$ cat config.mk
export PLATFORM = sky130hd
export DESIGN_NAME = src_reset_clock_ctrl
export DESIGN_NICKNAME = d
export VERILOG_FILES = /design/src/rtl/src_pkg.sv /design/src/rtl/src_reset_clock_ctrl.sv /design/src/rtl/src_sync2.sv
export SDC_FILE = /design/constraint.sdc
export NUM_CORES = 1
export LEC_CHECK = 0
export ABC_AREA = 1
export BUFFER_PORTS_ARGS = -buffer_cell sky130_fd_sc_hd__buf_2
export CAP_MARGIN = 20
export CORE_AREA = 10 10 85 116
export DETAILED_ROUTE_END_ITERATION = 6
export DIE_AREA = 0 0 95 126
export GPL_TIMING_DRIVEN = 0
export HOLD_SLACK_MARGIN = 0.1
export PLACE_DENSITY = 0.78
export SETUP_SLACK_MARGIN = 0.02
export SLEW_MARGIN = 40
export SYNTH_ARGS = -nofsm -noshare
export SYNTH_HDL_FRONTEND = slang
export SYNTH_SLANG_ARGS = --single-unit
export TNS_END_PERCENT = 50
$ cat constraint.sdc
create_clock -name clk -period 2.29 [get_ports clk]
set_input_delay 0 -clock clk [delete_from_list [all_inputs] [get_ports clk]]
set_output_delay 0 -clock clk [all_outputs]
set_load 0.005 [all_outputs]
$ cat src/rtl/src_pkg.sv
// shared constants and types for the switch reset and clock buffer control block
package src_pkg;

  // clock and timing
  localparam int unsigned CLK_PERIOD_NS = 25;
  localparam int unsigned PLUG_RESET_TIME_NS = 100000000;
  localparam int unsigned PLUG_RESET_CYCLES_INT = PLUG_RESET_TIME_NS / CLK_PERIOD_NS;
  localparam int unsigned PLUG_CNT_W = 22;
  localparam logic [PLUG_CNT_W-1:0] PLUG_RESET_CYCLES = PLUG_RESET_CYCLES_INT[PLUG_CNT_W-1:0];
  localparam logic [PLUG_CNT_W-1:0] PLUG_CNT_RESET = 22'h000000;

  // lane and port counts
  localparam int unsigned TX_LANES = 4;
  localparam int unsigned REFCLK_OUTS = 3;
  localparam int unsigned DN_PORT_LO = 1;
  localparam int unsigned DN_PORT_HI = 2;

  // transmit lane index of each port lane
  localparam int unsigned LANE_UP0 = 0;
  localparam int unsigned LANE_DN1 = 1;
  localparam int unsigned LANE_DN2 = 2;
  localparam int unsigned LANE_UP1 = 3;

  // pin synchroniser bit layout
  localparam int unsigned PIN_W = 6;
  localparam int unsigned PIN_SYS_RST_N = 5;
  localparam int unsigned PIN_BUF_PD = 4;
  localparam int unsigned PIN_PRESENT_N_HI = 3;
  localparam int unsigned PIN_PRESENT_N_LO = 2;
  localparam int unsigned PIN_REFCLK_POS = 1;
  localparam int unsigned PIN_REFCLK_NEG = 0;
  // system reset asserted, buffer enabled, both slots empty, clock low
  localparam logic [PIN_W-1:0] PIN_RESET = 6'h0C;

  // output reset values
  localparam logic [TX_LANES-1:0] TX_IDLE = 4'h0;
  localparam logic [REFCLK_OUTS-1:0] REFCLK_OFF = 3'h0;
  localparam logic [1:0] DN_RESET_ASSERTED = 2'h0;
  localparam logic [1:0] STICKY_RESET = 2'h0;

  typedef struct packed {
    logic pos;
    logic neg;
  } src_diff_t;

  // transmit data of each port lane before lane mapping
  typedef struct packed {
    src_diff_t dn2;
    src_diff_t dn1;
    src_diff_t up1;
    src_diff_t up0;
  } src_tx_ports_t;

  typedef enum logic [1:0] {
    PS_EMPTY,
    PS_PLUG_RESET,
    PS_RUN
  } src_port_state_t;

endpackage

$ cat src/rtl/src_reset_clock_ctrl.sv
// downstream reset, transmit lane mapping and reference clock buffer control
`timescale 1ns/1ps
module src_reset_clock_ctrl #(
  parameter logic [src_pkg::PLUG_CNT_W-1:0] PLUG_RESET_CYCLES = src_pkg::PLUG_RESET_CYCLES
) (
  // clock and power-on reset
  input wire logic clk,
  input wire logic reset_n,
  // system reset and straps
  input wire logic system_reset_n,
  input wire logic clock_buffer_power_down,
  // slot presence, low when a device sits in the slot
  input wire logic [2:1] device_present_n,
  // reference clock buffer
  input wire logic buffer_refclk_in_pos,
  input wire logic buffer_refclk_in_neg,
  output logic [src_pkg::REFCLK_OUTS-1:0] buffered_refclk_out_pos,
  output logic [src_pkg::REFCLK_OUTS-1:0] buffered_refclk_out_neg,
  output logic clock_buffer_enabled,
  // transmit lanes
  input wire src_pkg::src_tx_ports_t tx_port_data,
  output logic [src_pkg::TX_LANES-1:0] tx_lane_pos,
  output logic [src_pkg::TX_LANES-1:0] tx_lane_neg,
  // downstream resets and sticky flags
  output logic [2:1] downstream_reset_n,
  output logic [2:1] sticky_plug_seen
);

  logic [src_pkg::PIN_W-1:0] pin_sync;
  logic sys_reset_active;
  logic buf_pd;
  logic [2:1] present;
  logic [2:1] present_prev;
  logic [2:1] plug_event;
  logic refclk_pos;
  logic refclk_neg;
  src_pkg::src_port_state_t port_state [2:1];
  src_pkg::src_port_state_t next_port_state [2:1];
  logic [src_pkg::PLUG_CNT_W-1:0] plug_cnt [2:1];
  logic [src_pkg::PLUG_CNT_W-1:0] next_plug_cnt [2:1];

  // picks the port lane that feeds each transmit lane
  function automatic logic [src_pkg::TX_LANES-1:0] lane_map(input src_pkg::src_tx_ports_t ports,
                                                          input logic take_neg);
    logic [src_pkg::TX_LANES-1:0] lanes;
    lanes = src_pkg::TX_IDLE;
    lanes[src_pkg::LANE_UP0] = take_neg ? ports.up0.neg : ports.up0.pos;
    lanes[src_pkg::LANE_UP1] = take_neg ? ports.up1.neg : ports.up1.pos;
    lanes[src_pkg::LANE_DN1] = take_neg ? ports.dn1.neg : ports.dn1.pos;
    lanes[src_pkg::LANE_DN2] = take_neg ? ports.dn2.neg : ports.dn2.pos;
    return lanes;
  endfunction

  // last counted cycle of a plug reset hold
  function automatic logic hold_done(input logic [src_pkg::PLUG_CNT_W-1:0] cnt);
    return cnt >= PLUG_RESET_CYCLES - 22'h000001;
  endfunction

  // all pins but the transmit port data pass two flip-flops
  src_sync2 #(
    .WIDTH(src_pkg::PIN_W),
    .RESET_VALUE(src_pkg::PIN_RESET)
  ) u_pin_sync (
    .clk(clk),
    .reset_n(reset_n),
    .async_in({system_reset_n,
               clock_buffer_power_down,
               device_present_n[2],
               device_present_n[1],
               buffer_refclk_in_pos,
               buffer_refclk_in_neg}),
    .sync_out(pin_sync)
  );

  // synchronised pin levels
  assign sys_reset_active = !pin_sync[src_pkg::PIN_SYS_RST_N];
  assign buf_pd = pin_sync[src_pkg::PIN_BUF_PD];
  assign present[2] = !pin_sync[src_pkg::PIN_PRESENT_N_HI];
  assign present[1] = !pin_sync[src_pkg::PIN_PRESENT_N_LO];
  assign refclk_pos = pin_sync[src_pkg::PIN_REFCLK_POS];
  assign refclk_neg = pin_sync[src_pkg::PIN_REFCLK_NEG];

  // newly present device, ignored while the system is in reset
  assign plug_event = present & ~present_prev & {2{!sys_reset_active}};

  // presence history, reloaded during system reset
  always_ff @(posedge clk or negedge reset_n) begin
    if (!reset_n) begin
      present_prev <= 2'h0;
    end else begin
      present_prev <= present;
    end
  end

  // per-port plug sequencing
  always_comb begin
    for (int p = src_pkg::DN_PORT_LO; p <= src_pkg::DN_PORT_HI; p++) begin
      next_port_state[p] = port_state[p];
      next_plug_cnt[p] = plug_cnt[p];
      if (sys_reset_active) begin
        // a seated device gets only the system reset
        next_port_state[p] = present[p] ? src_pkg::PS_RUN : src_pkg::PS_EMPTY;
        next_plug_cnt[p] = src_pkg::PLUG_CNT_RESET;
      end else begin
        case (port_state[p])
          src_pkg::PS_EMPTY: begin
            if (plug_event[p]) begin
              next_port_state[p] = src_pkg::PS_PLUG_RESET;
              next_plug_cnt[p] = src_pkg::PLUG_CNT_RESET;
            end
          end
          src_pkg::PS_PLUG_RESET: begin
            if (!present[p]) begin
              next_port_state[p] = src_pkg::PS_EMPTY;
            end else if (hold_done(plug_cnt[p])) begin
              next_port_state[p] = src_pkg::PS_RUN;
            end else begin
              next_plug_cnt[p] = plug_cnt[p] + 22'h000001;
            end
          end
          src_pkg::PS_RUN: begin
            if (!present[p]) begin
              next_port_state[p] = src_pkg::PS_EMPTY;
            end
          end
          default: begin
            next_port_state[p] = src_pkg::PS_EMPTY;
          end
        endcase
      end
    end
  end

  always_ff @(posedge clk or negedge reset_n) begin
    if (!reset_n) begin
      for (int p = src_pkg::DN_PORT_LO; p <= src_pkg::DN_PORT_HI; p++) begin
        port_state[p] <= src_pkg::PS_EMPTY;
      end
    end else begin
      for (int p = src_pkg::DN_PORT_LO; p <= src_pkg::DN_PORT_HI; p++) begin
        port_state[p] <= next_port_state[p];
      end
    end
  end

  // plug reset hold counters
  always_ff @(posedge clk or negedge reset_n) begin
    if (!reset_n) begin
      for (int p = src_pkg::DN_PORT_LO; p <= src_pkg::DN_PORT_HI; p++) begin
        plug_cnt[p] <= src_pkg::PLUG_CNT_RESET;
      end
    end else begin
      for (int p = src_pkg::DN_PORT_LO; p <= src_pkg::DN_PORT_HI; p++) begin
        plug_cnt[p] <= next_plug_cnt[p];
      end
    end
  end

  // one reset per downstream port, bit x for port x
  always_ff @(posedge clk or negedge reset_n) begin
    if (!reset_n) begin
      downstream_reset_n <= src_pkg::DN_RESET_ASSERTED;
    end else begin
      for (int p = src_pkg::DN_PORT_LO; p <= src_pkg::DN_PORT_HI; p++) begin
        downstream_reset_n[p] <= !(sys_reset_active || next_port_state[p] == src_pkg::PS_PLUG_RESET);
      end
    end
  end

  // sticky plug flags survive system reset
  always_ff @(posedge clk or negedge reset_n) begin
    if (!reset_n) begin
      sticky_plug_seen <= src_pkg::STICKY_RESET;
    end else begin
      sticky_plug_seen <= sticky_plug_seen | plug_event;
    end
  end

  // transmit lane mapping, idle during system reset
  always_ff @(posedge clk or negedge reset_n) begin
    if (!reset_n) begin
      tx_lane_pos <= src_pkg::TX_IDLE;
      tx_lane_neg <= src_pkg::TX_IDLE;
    end else if (sys_reset_active) begin
      tx_lane_pos <= src_pkg::TX_IDLE;
      tx_lane_neg <= src_pkg::TX_IDLE;
    end else begin
      tx_lane_pos <= lane_map(tx_port_data, 1'b0);
      tx_lane_neg <= lane_map(tx_port_data, 1'b1);
    end
  end

  // clock buffer enable follows the power-down strap
  always_ff @(posedge clk or negedge reset_n) begin
    if (!reset_n) begin
      clock_buffer_enabled <= 1'b0;
    end else begin
      clock_buffer_enabled <= !buf_pd;
    end
  end

  // three buffered copies of the reference clock, both legs low when off
  always_ff @(posedge clk or negedge reset_n) begin
    if (!reset_n) begin
      buffered_refclk_out_pos <= src_pkg::REFCLK_OFF;
      buffered_refclk_out_neg <= src_pkg::REFCLK_OFF;
    end else if (buf_pd) begin
      buffered_refclk_out_pos <= src_pkg::REFCLK_OFF;
      buffered_refclk_out_neg <= src_pkg::REFCLK_OFF;
    end else begin
      buffered_refclk_out_pos <= {src_pkg::REFCLK_OUTS{refclk_pos}};
      buffered_refclk_out_neg <= {src_pkg::REFCLK_OUTS{refclk_neg}};
    end
  end

endmodule

$ cat src/rtl/src_sync2.sv
// two flip-flop synchroniser for a vector of pin inputs
`timescale 1ns/1ps
module src_sync2 #(
  parameter int unsigned WIDTH = 1,
  parameter logic [WIDTH-1:0] RESET_VALUE = '0
) (
  // clock and reset
  input wire logic clk,
  input wire logic reset_n,
  // asynchronous pins
  input wire logic [WIDTH-1:0] async_in,
  // synchronised levels
  output logic [WIDTH-1:0] sync_out
);

  logic [WIDTH-1:0] stage1;

  // first stage feeds only the second
  always_ff @(posedge clk or negedge reset_n) begin
    if (!reset_n) begin
      stage1 <= RESET_VALUE;
      sync_out <= RESET_VALUE;
    end else begin
      stage1 <= async_in;
      sync_out <= stage1;
    end
  end

endmodule

; ---- Word-level counts from Yosys, hierarchy flattened
; Index checks and enable logic that the tools add are counted.
[classes]
mux = 28
add_sub_neg = 2
n_lt_le_gt_ge = 2
eq_ne = 14
bitwise_logic = 4
reduce_logical = 12
[op_table]
columns = operator, n
row1 = 2-to-1 mux 22 bit, 8
row2 = case mux 22 bit (2 select lines), 2
row3 = "adder 22 x 1 -> 22 bit, second input constant", 2
row4 = ">= comparator 22 bit, second input constant", 2
row5 = 2-to-1 mux 2 bit, 12
row6 = "!= test 3 bit, second input constant", 8
row7 = case mux 2 bit (3 select lines), 2
row8 = "equality test 2 x 1 -> 1 bit, second input constant", 4
row9 = 2-to-1 mux 4 bit, 2
row10 = AND reduction 4 bit, 2
row11 = logical NOT 1 bit, 6
row12 = 2-to-1 mux 3 bit, 2
row13 = AND 2 bit, 2
row14 = "equality test 2 bit, second input constant", 2
row15 = logical NOT 2 bit, 2
row16 = logical OR 1 bit, 2
row17 = NOT 2 bit, 1
row18 = OR 2 bit, 1
[word_totals]
word_cells = 76
out_inout_bits = 19
reg_bits = 81
input_bits = 16

; ---- Depth between registers and ports, before layout
[depth]
ltp_word = 9
mapped_depth = 12
mapped_depth_nobuf = 11

; ---- Modules after synthesis
; From an unflattened synthesis, not the netlist that was laid out.
[hier_totals]
cells_unflattened = 619
area_unflattened_um2 = 4408.0
[by_module_without_submodules]
columns = mod, instances, seq_area_each_um2, cells_per_inst, area_each_um2
row1 = src_reset_clock_ctrl, 1, 1626.6, 607, 4102.7
row2 = src_sync2, 1, 305.3, 12, 305.3

; ---- Worst setup path before layout
; OpenSTA, ideal clock, no wires.
[synth_timing]
kind = flip-flop to flip-flop
from = register plug_cnt[22] in the netlist's numbering
to = register plug_cnt[33] in the netlist's numbering
n_path_buf = 2
period_less_slack_ps = 1732
stages_incl_launch_ff = 11
setup_time_ps = 117
required_ps = 2173
arrival_ps = 1614
slack_ps = 558
cell_sequence = dfrtp_1 -> ha_1 -> buf_2 -> inv_1 -> nor3_2 -> nand3_1 -> nand4_2 -> nand3_4 -> buf_4 -> nand2_1 -> nand2_1
[synth_via]
elab_chain_cells = 5
elab_cells_between_ends = 8
classes_between = add/sub: 1 / order compare: 1 / eq/ne: 1 / mux: 4 / reduce/logical: 1
[synth_lines]
columns = element, line_no
row1 = start: declaration, src_reset_clock_ctrl.sv:39  ; logic [src_pkg::PLUG_CNT_W-1:0] plug_cnt [2:1];
row2 = start signal: indexed assignment, src_reset_clock_ctrl.sv:150  ; plug_cnt[p] <= src_pkg::PLUG_CNT_RESET;
row3 = start signal: indexed assignment, src_reset_clock_ctrl.sv:154  ; plug_cnt[p] <= next_plug_cnt[p];
row4 = adder 22 x 1 -> 22 bit, src_reset_clock_ctrl.sv:118  ; next_plug_cnt[p] = plug_cnt[p] + 22'h000001;
row5 = 2-to-1 mux 22 bit, src_reset_clock_ctrl.sv:115  ; end else if (hold_done(plug_cnt[p])) begin
row6 = 2-to-1 mux 22 bit, src_reset_clock_ctrl.sv:113  ; if (!present[p]) begin
row7 = case mux 22 bit (2 select lines), src_reset_clock_ctrl.sv:105  ; case (port_state[p])
row8 = 2-to-1 mux 22 bit, src_reset_clock_ctrl.sv:100  ; if (sys_reset_active) begin
; Parallel ways exist; a longest one is shown, timed or not. The select of a mux whose other input is x is not followed.
; A chain may end at the register's enable or synchronous reset.

; ---- Worst setup path after layout
; Same ends and word-level chain as after synthesis.

==> results_dict.tcl <==
set metrics [dict create \
    num_rows 38 \
    ir_drop_uv 504 \
    max_cap_violations 0 \
    grt_max_degree 57 \
    path_cells "ha_1 > buf_2 > inv_1 > nor3_2 > nand3_1 > nand4_2 > nand3_4 > buf_4 > nand2_1 > nand2_1" \
    ys_async_sr_fraction_pct 100 \
    ctsHtreeMaxLevel 3 \
    synth_edf_count 0 \
    timing.fmax_ghz 0.470 \
    clk_pin_slew_ps 80 \
    first_pass_iters 5 \
    powerDensity_mw_per_mm2 535 \
    finalWirelength_mm 12.5 \
    cts_tree "built" \
    vias 4405 \
    grt_overflow_total 0 \
    path_buf_inv 3 \
    critical_path.max_fanout 10 \
    fin_crit_sh_pct 92.9 \
    end_kind "flip-flop" \
    nets 718 \
    dp_hpwl_mm 8.85 \
    sw_frac_of_total_pct 25.2 \
    grt_pass1_vias 4340 \
    die_y_um 126 \
    synth_cell_type_count 30 \
    vias_per_cell 5.47 \
    hold_violations 0 \
    r2r_end "plug_cnt[33]" \
    outcome "finished, final reports clean" \
    power.switching_mw 0.703 \
    grt_setup_unrepaired "true" \
    drv_slew 0 \
    drc 0 \
    ant_nets 0 \
    worst-slew-pin-transition_ps 669 \
    setup_tns_ps 0 \
    num_antenna_cells 0 \
    finalClockSkew_ps 11.1 \
    clk_latency_ps 360 \
    cts_buffers 9 \
    maxSlewHeadroom_pct 55.4 \
    port_buffers 34 \
    netlist_area_mm2 0.00451 \
    routedWlPerCell_um 15.6 \
    critical_path.top_delay_family "simple AND/OR/NAND/NOR gates" \
    p_int_mw 2.09 \
    pwr-share-comb_pct 7.2 \
    finalCriticalPeriod_ps 2130 \
    syn_nets 656 \
    synth_top_cell_by_area "dfrtp_1" \
    synth_top_area_share_pct 40.5 \
    ys_ff_latch 77 \
    setup_viol_count_final 0 \
    gp_congestion 0.954 \
    cpMostUsedCell "nand2_1" \
    syn_avg_cell_area_um2 7.07 \
    drive_gt1_share_pct 12.6 \
    initial_utilization_pct 58.6 \
    die-area_mm2 0.0120 \
    netlist_top_cells_count "nand2_1 (199), nor2_1 (102), dfrtp_1 (73), nand3_1 (56), inv_1 (55)" \
    ys.flop_type "dfrtp_1" \
    r2r_slack_ps 160 \
    p_leak_nw 2.40 \
    cts_root_buffer "clkbuf_8" \
    drtIter0Drc 255 \
    num_io_pins 35 \
    ys_seq_area_share_pct 42.8 \
    cp.arrival_ps 2380 \
    crit_type "reg -> reg" \
    syn_inst 638 \
    coreArea_mm2 0.00770 \
    fp.dieW_um 95 \
    required_ps 2540 \
    pwr-share-clk_pct 42.6 \
    areaGrowthSynthToFinish_pct 15.7 \
    timing.rr.start "plug_cnt[22]" \
    cpPeakStageDelay_ps 480 \
    grt_pass1_wl_mm 20.6 \
    ys_warn_count 0 \
    clock_sinks 77 \
    worstRegToRegCells 10 \
    seq_power_share_pct 50.2 \
    startpoint_type "flip-flop" \
    grt_util_all_layers_pct 21.6 \
    p_total_mw 2.79 \
    cts_buffer_depth 2 \
    cpMaxStageDelayCell "dfrtp_1" \
    hp-class "in -> async" \
    grt_antenna_before_repair 0 \
    synthTopCellsByArea "dfrtp_1 (40%), nand2_1 (17%), nor2_1 (8.5%)" \
    synthMostInstantiatedCell "nand2_1" \
]
worst max-delay path by stage:
stage,startpoint,endpoint,slack (ps),depth (start not counted)
floorplan,plug_cnt[22],plug_cnt[33],560,10
global placement,plug_cnt[0],plug_cnt[18],200,11
detailed placement,plug_cnt[0],plug_cnt[16],160,11
CTS,plug_cnt[0],plug_cnt[16],140,11
global route,plug_cnt[22],plug_cnt[33],9,10
finish,plug_cnt[22],plug_cnt[33],160,10
registers in the layout, indices dropped and copies added, names as in the netlist:
name and count:
buffered_refclk_out_neg 1, buffered_refclk_out_pos 1, clock_buffer_enabled 1, downstream_reset_n 2
plug_cnt 44, port_state 4, present_prev 2, sticky_plug_seen 2
tx_lane_neg 4, tx_lane_pos 4, u_pin_sync.stage1 6, u_pin_sync.sync_out 6
routing by layer:
| metal | track usage (%) | share of wire, % | vias up |
|---|---|---|---|
| met4 | 11.7 | 4.3 | 0 |
| met2 | 39.6 | 55 | 146 |
| met3 | 4.22 | 4.4 | 39 |
| met1 | 21.8 | 37 | 2032 |
| li1 | - | - | 2188 |
| met5 | 0 | 0 | - |
power by group through the flow:
stage / combinational [mW] / sequential (mW) / clock (mW)
after floorplan: 0.0780 / 1.43 / 0
after global placement: 0.166 / 1.43 / 0
after detailed placement: 0.178 / 1.43 / 0
after CTS: 0.201 / 1.40 / 1.20
after global routing: 0.220 / 1.40 / 1.26
final: 0.200 / 1.40 / 1.19
area by class of cell:
cell class | count | area [µm²]
Timing Repair Buffer | 51 | 359
Fill cell | 695 | 2480
Clock inverter | 6 | 96.3
Sequential cell | 77 | 1930
Multi-Input combinational cell | 472 | 2200
Tap cell | 100 | 125
Buffer | 28 | 149
Inverter | 61 | 229
Clock buffer | 10 | 128
repair_timing:
item / 4_1_cts / 5_1_grt
endpoints found under the hold margin: 91 / 0
endpoints found under the setup margin: 0 / 11
resized for setup: 0 / 1
setup buffers: 0 / 0
hold buffers: 16 / 0
cell usage in the layout (no fill, tap or decap), types with 2 or more instances in the layout:
master and count:
buf_6 2, buf_2 39, dfstp_2 4, and3_1 2
ha_1 2, bufinv_16 2, nand4_1 50, buf_4 8
a21oi_1 8, xor2_1 12, nor2_1 102, or2_2 2
nand3_1 56, dfrtp_1 72, inv_1 55, nor2_2 2
o21bai_1 5, inv_2 6, nand3_4 3, o21ai_0 6
nand2_1 199, clkbuf_1 14, nor3_1 15, clkbuf_8 9
dlygate4sd3_1 15, nor2_4 2
per-stage QoR:
| stage | instances | utilization, % | hold WS [ps] | setup WS, ps | instance area, µm² |
|---|---|---|---|---|---|
| after floorplan | 638 | - | -296 | 558 | 4510 |
| final | 805 | 67.8 | 163 | 163 | 5220 |
| after detailed placement | 773 | 62.8 | -137 | 162 | 4840 |
| after CTS | 805 | 67.8 | 152 | 145 | 5220 |
| after global placement | 772 | 62.4 | 106 | 196 | 4810 |
| after global routing | 805 | 67.8 | 176 | 8.71 | 5220 |
cell families (layout without fill, tap and decap cells):
| group | Yosys count | count (layout) | share of synthesized area, % |
|---|---|---|---|
| and+or+nand+nor | 439 | 439 | 43.5 |
| buffers and inverters | 89 | 156 | 8.38 |
| DFF | 77 | 77 | 42.8 |
| AOI/OAI and AO/OA | 19 | 19 | 2.39 |
| xor gates and xnor gates | 12 | 12 | 2.33 |
| adders and majority gates | 2 | 2 | 0.555 |
Note: power is estimated with default switching activity, not from simulation.
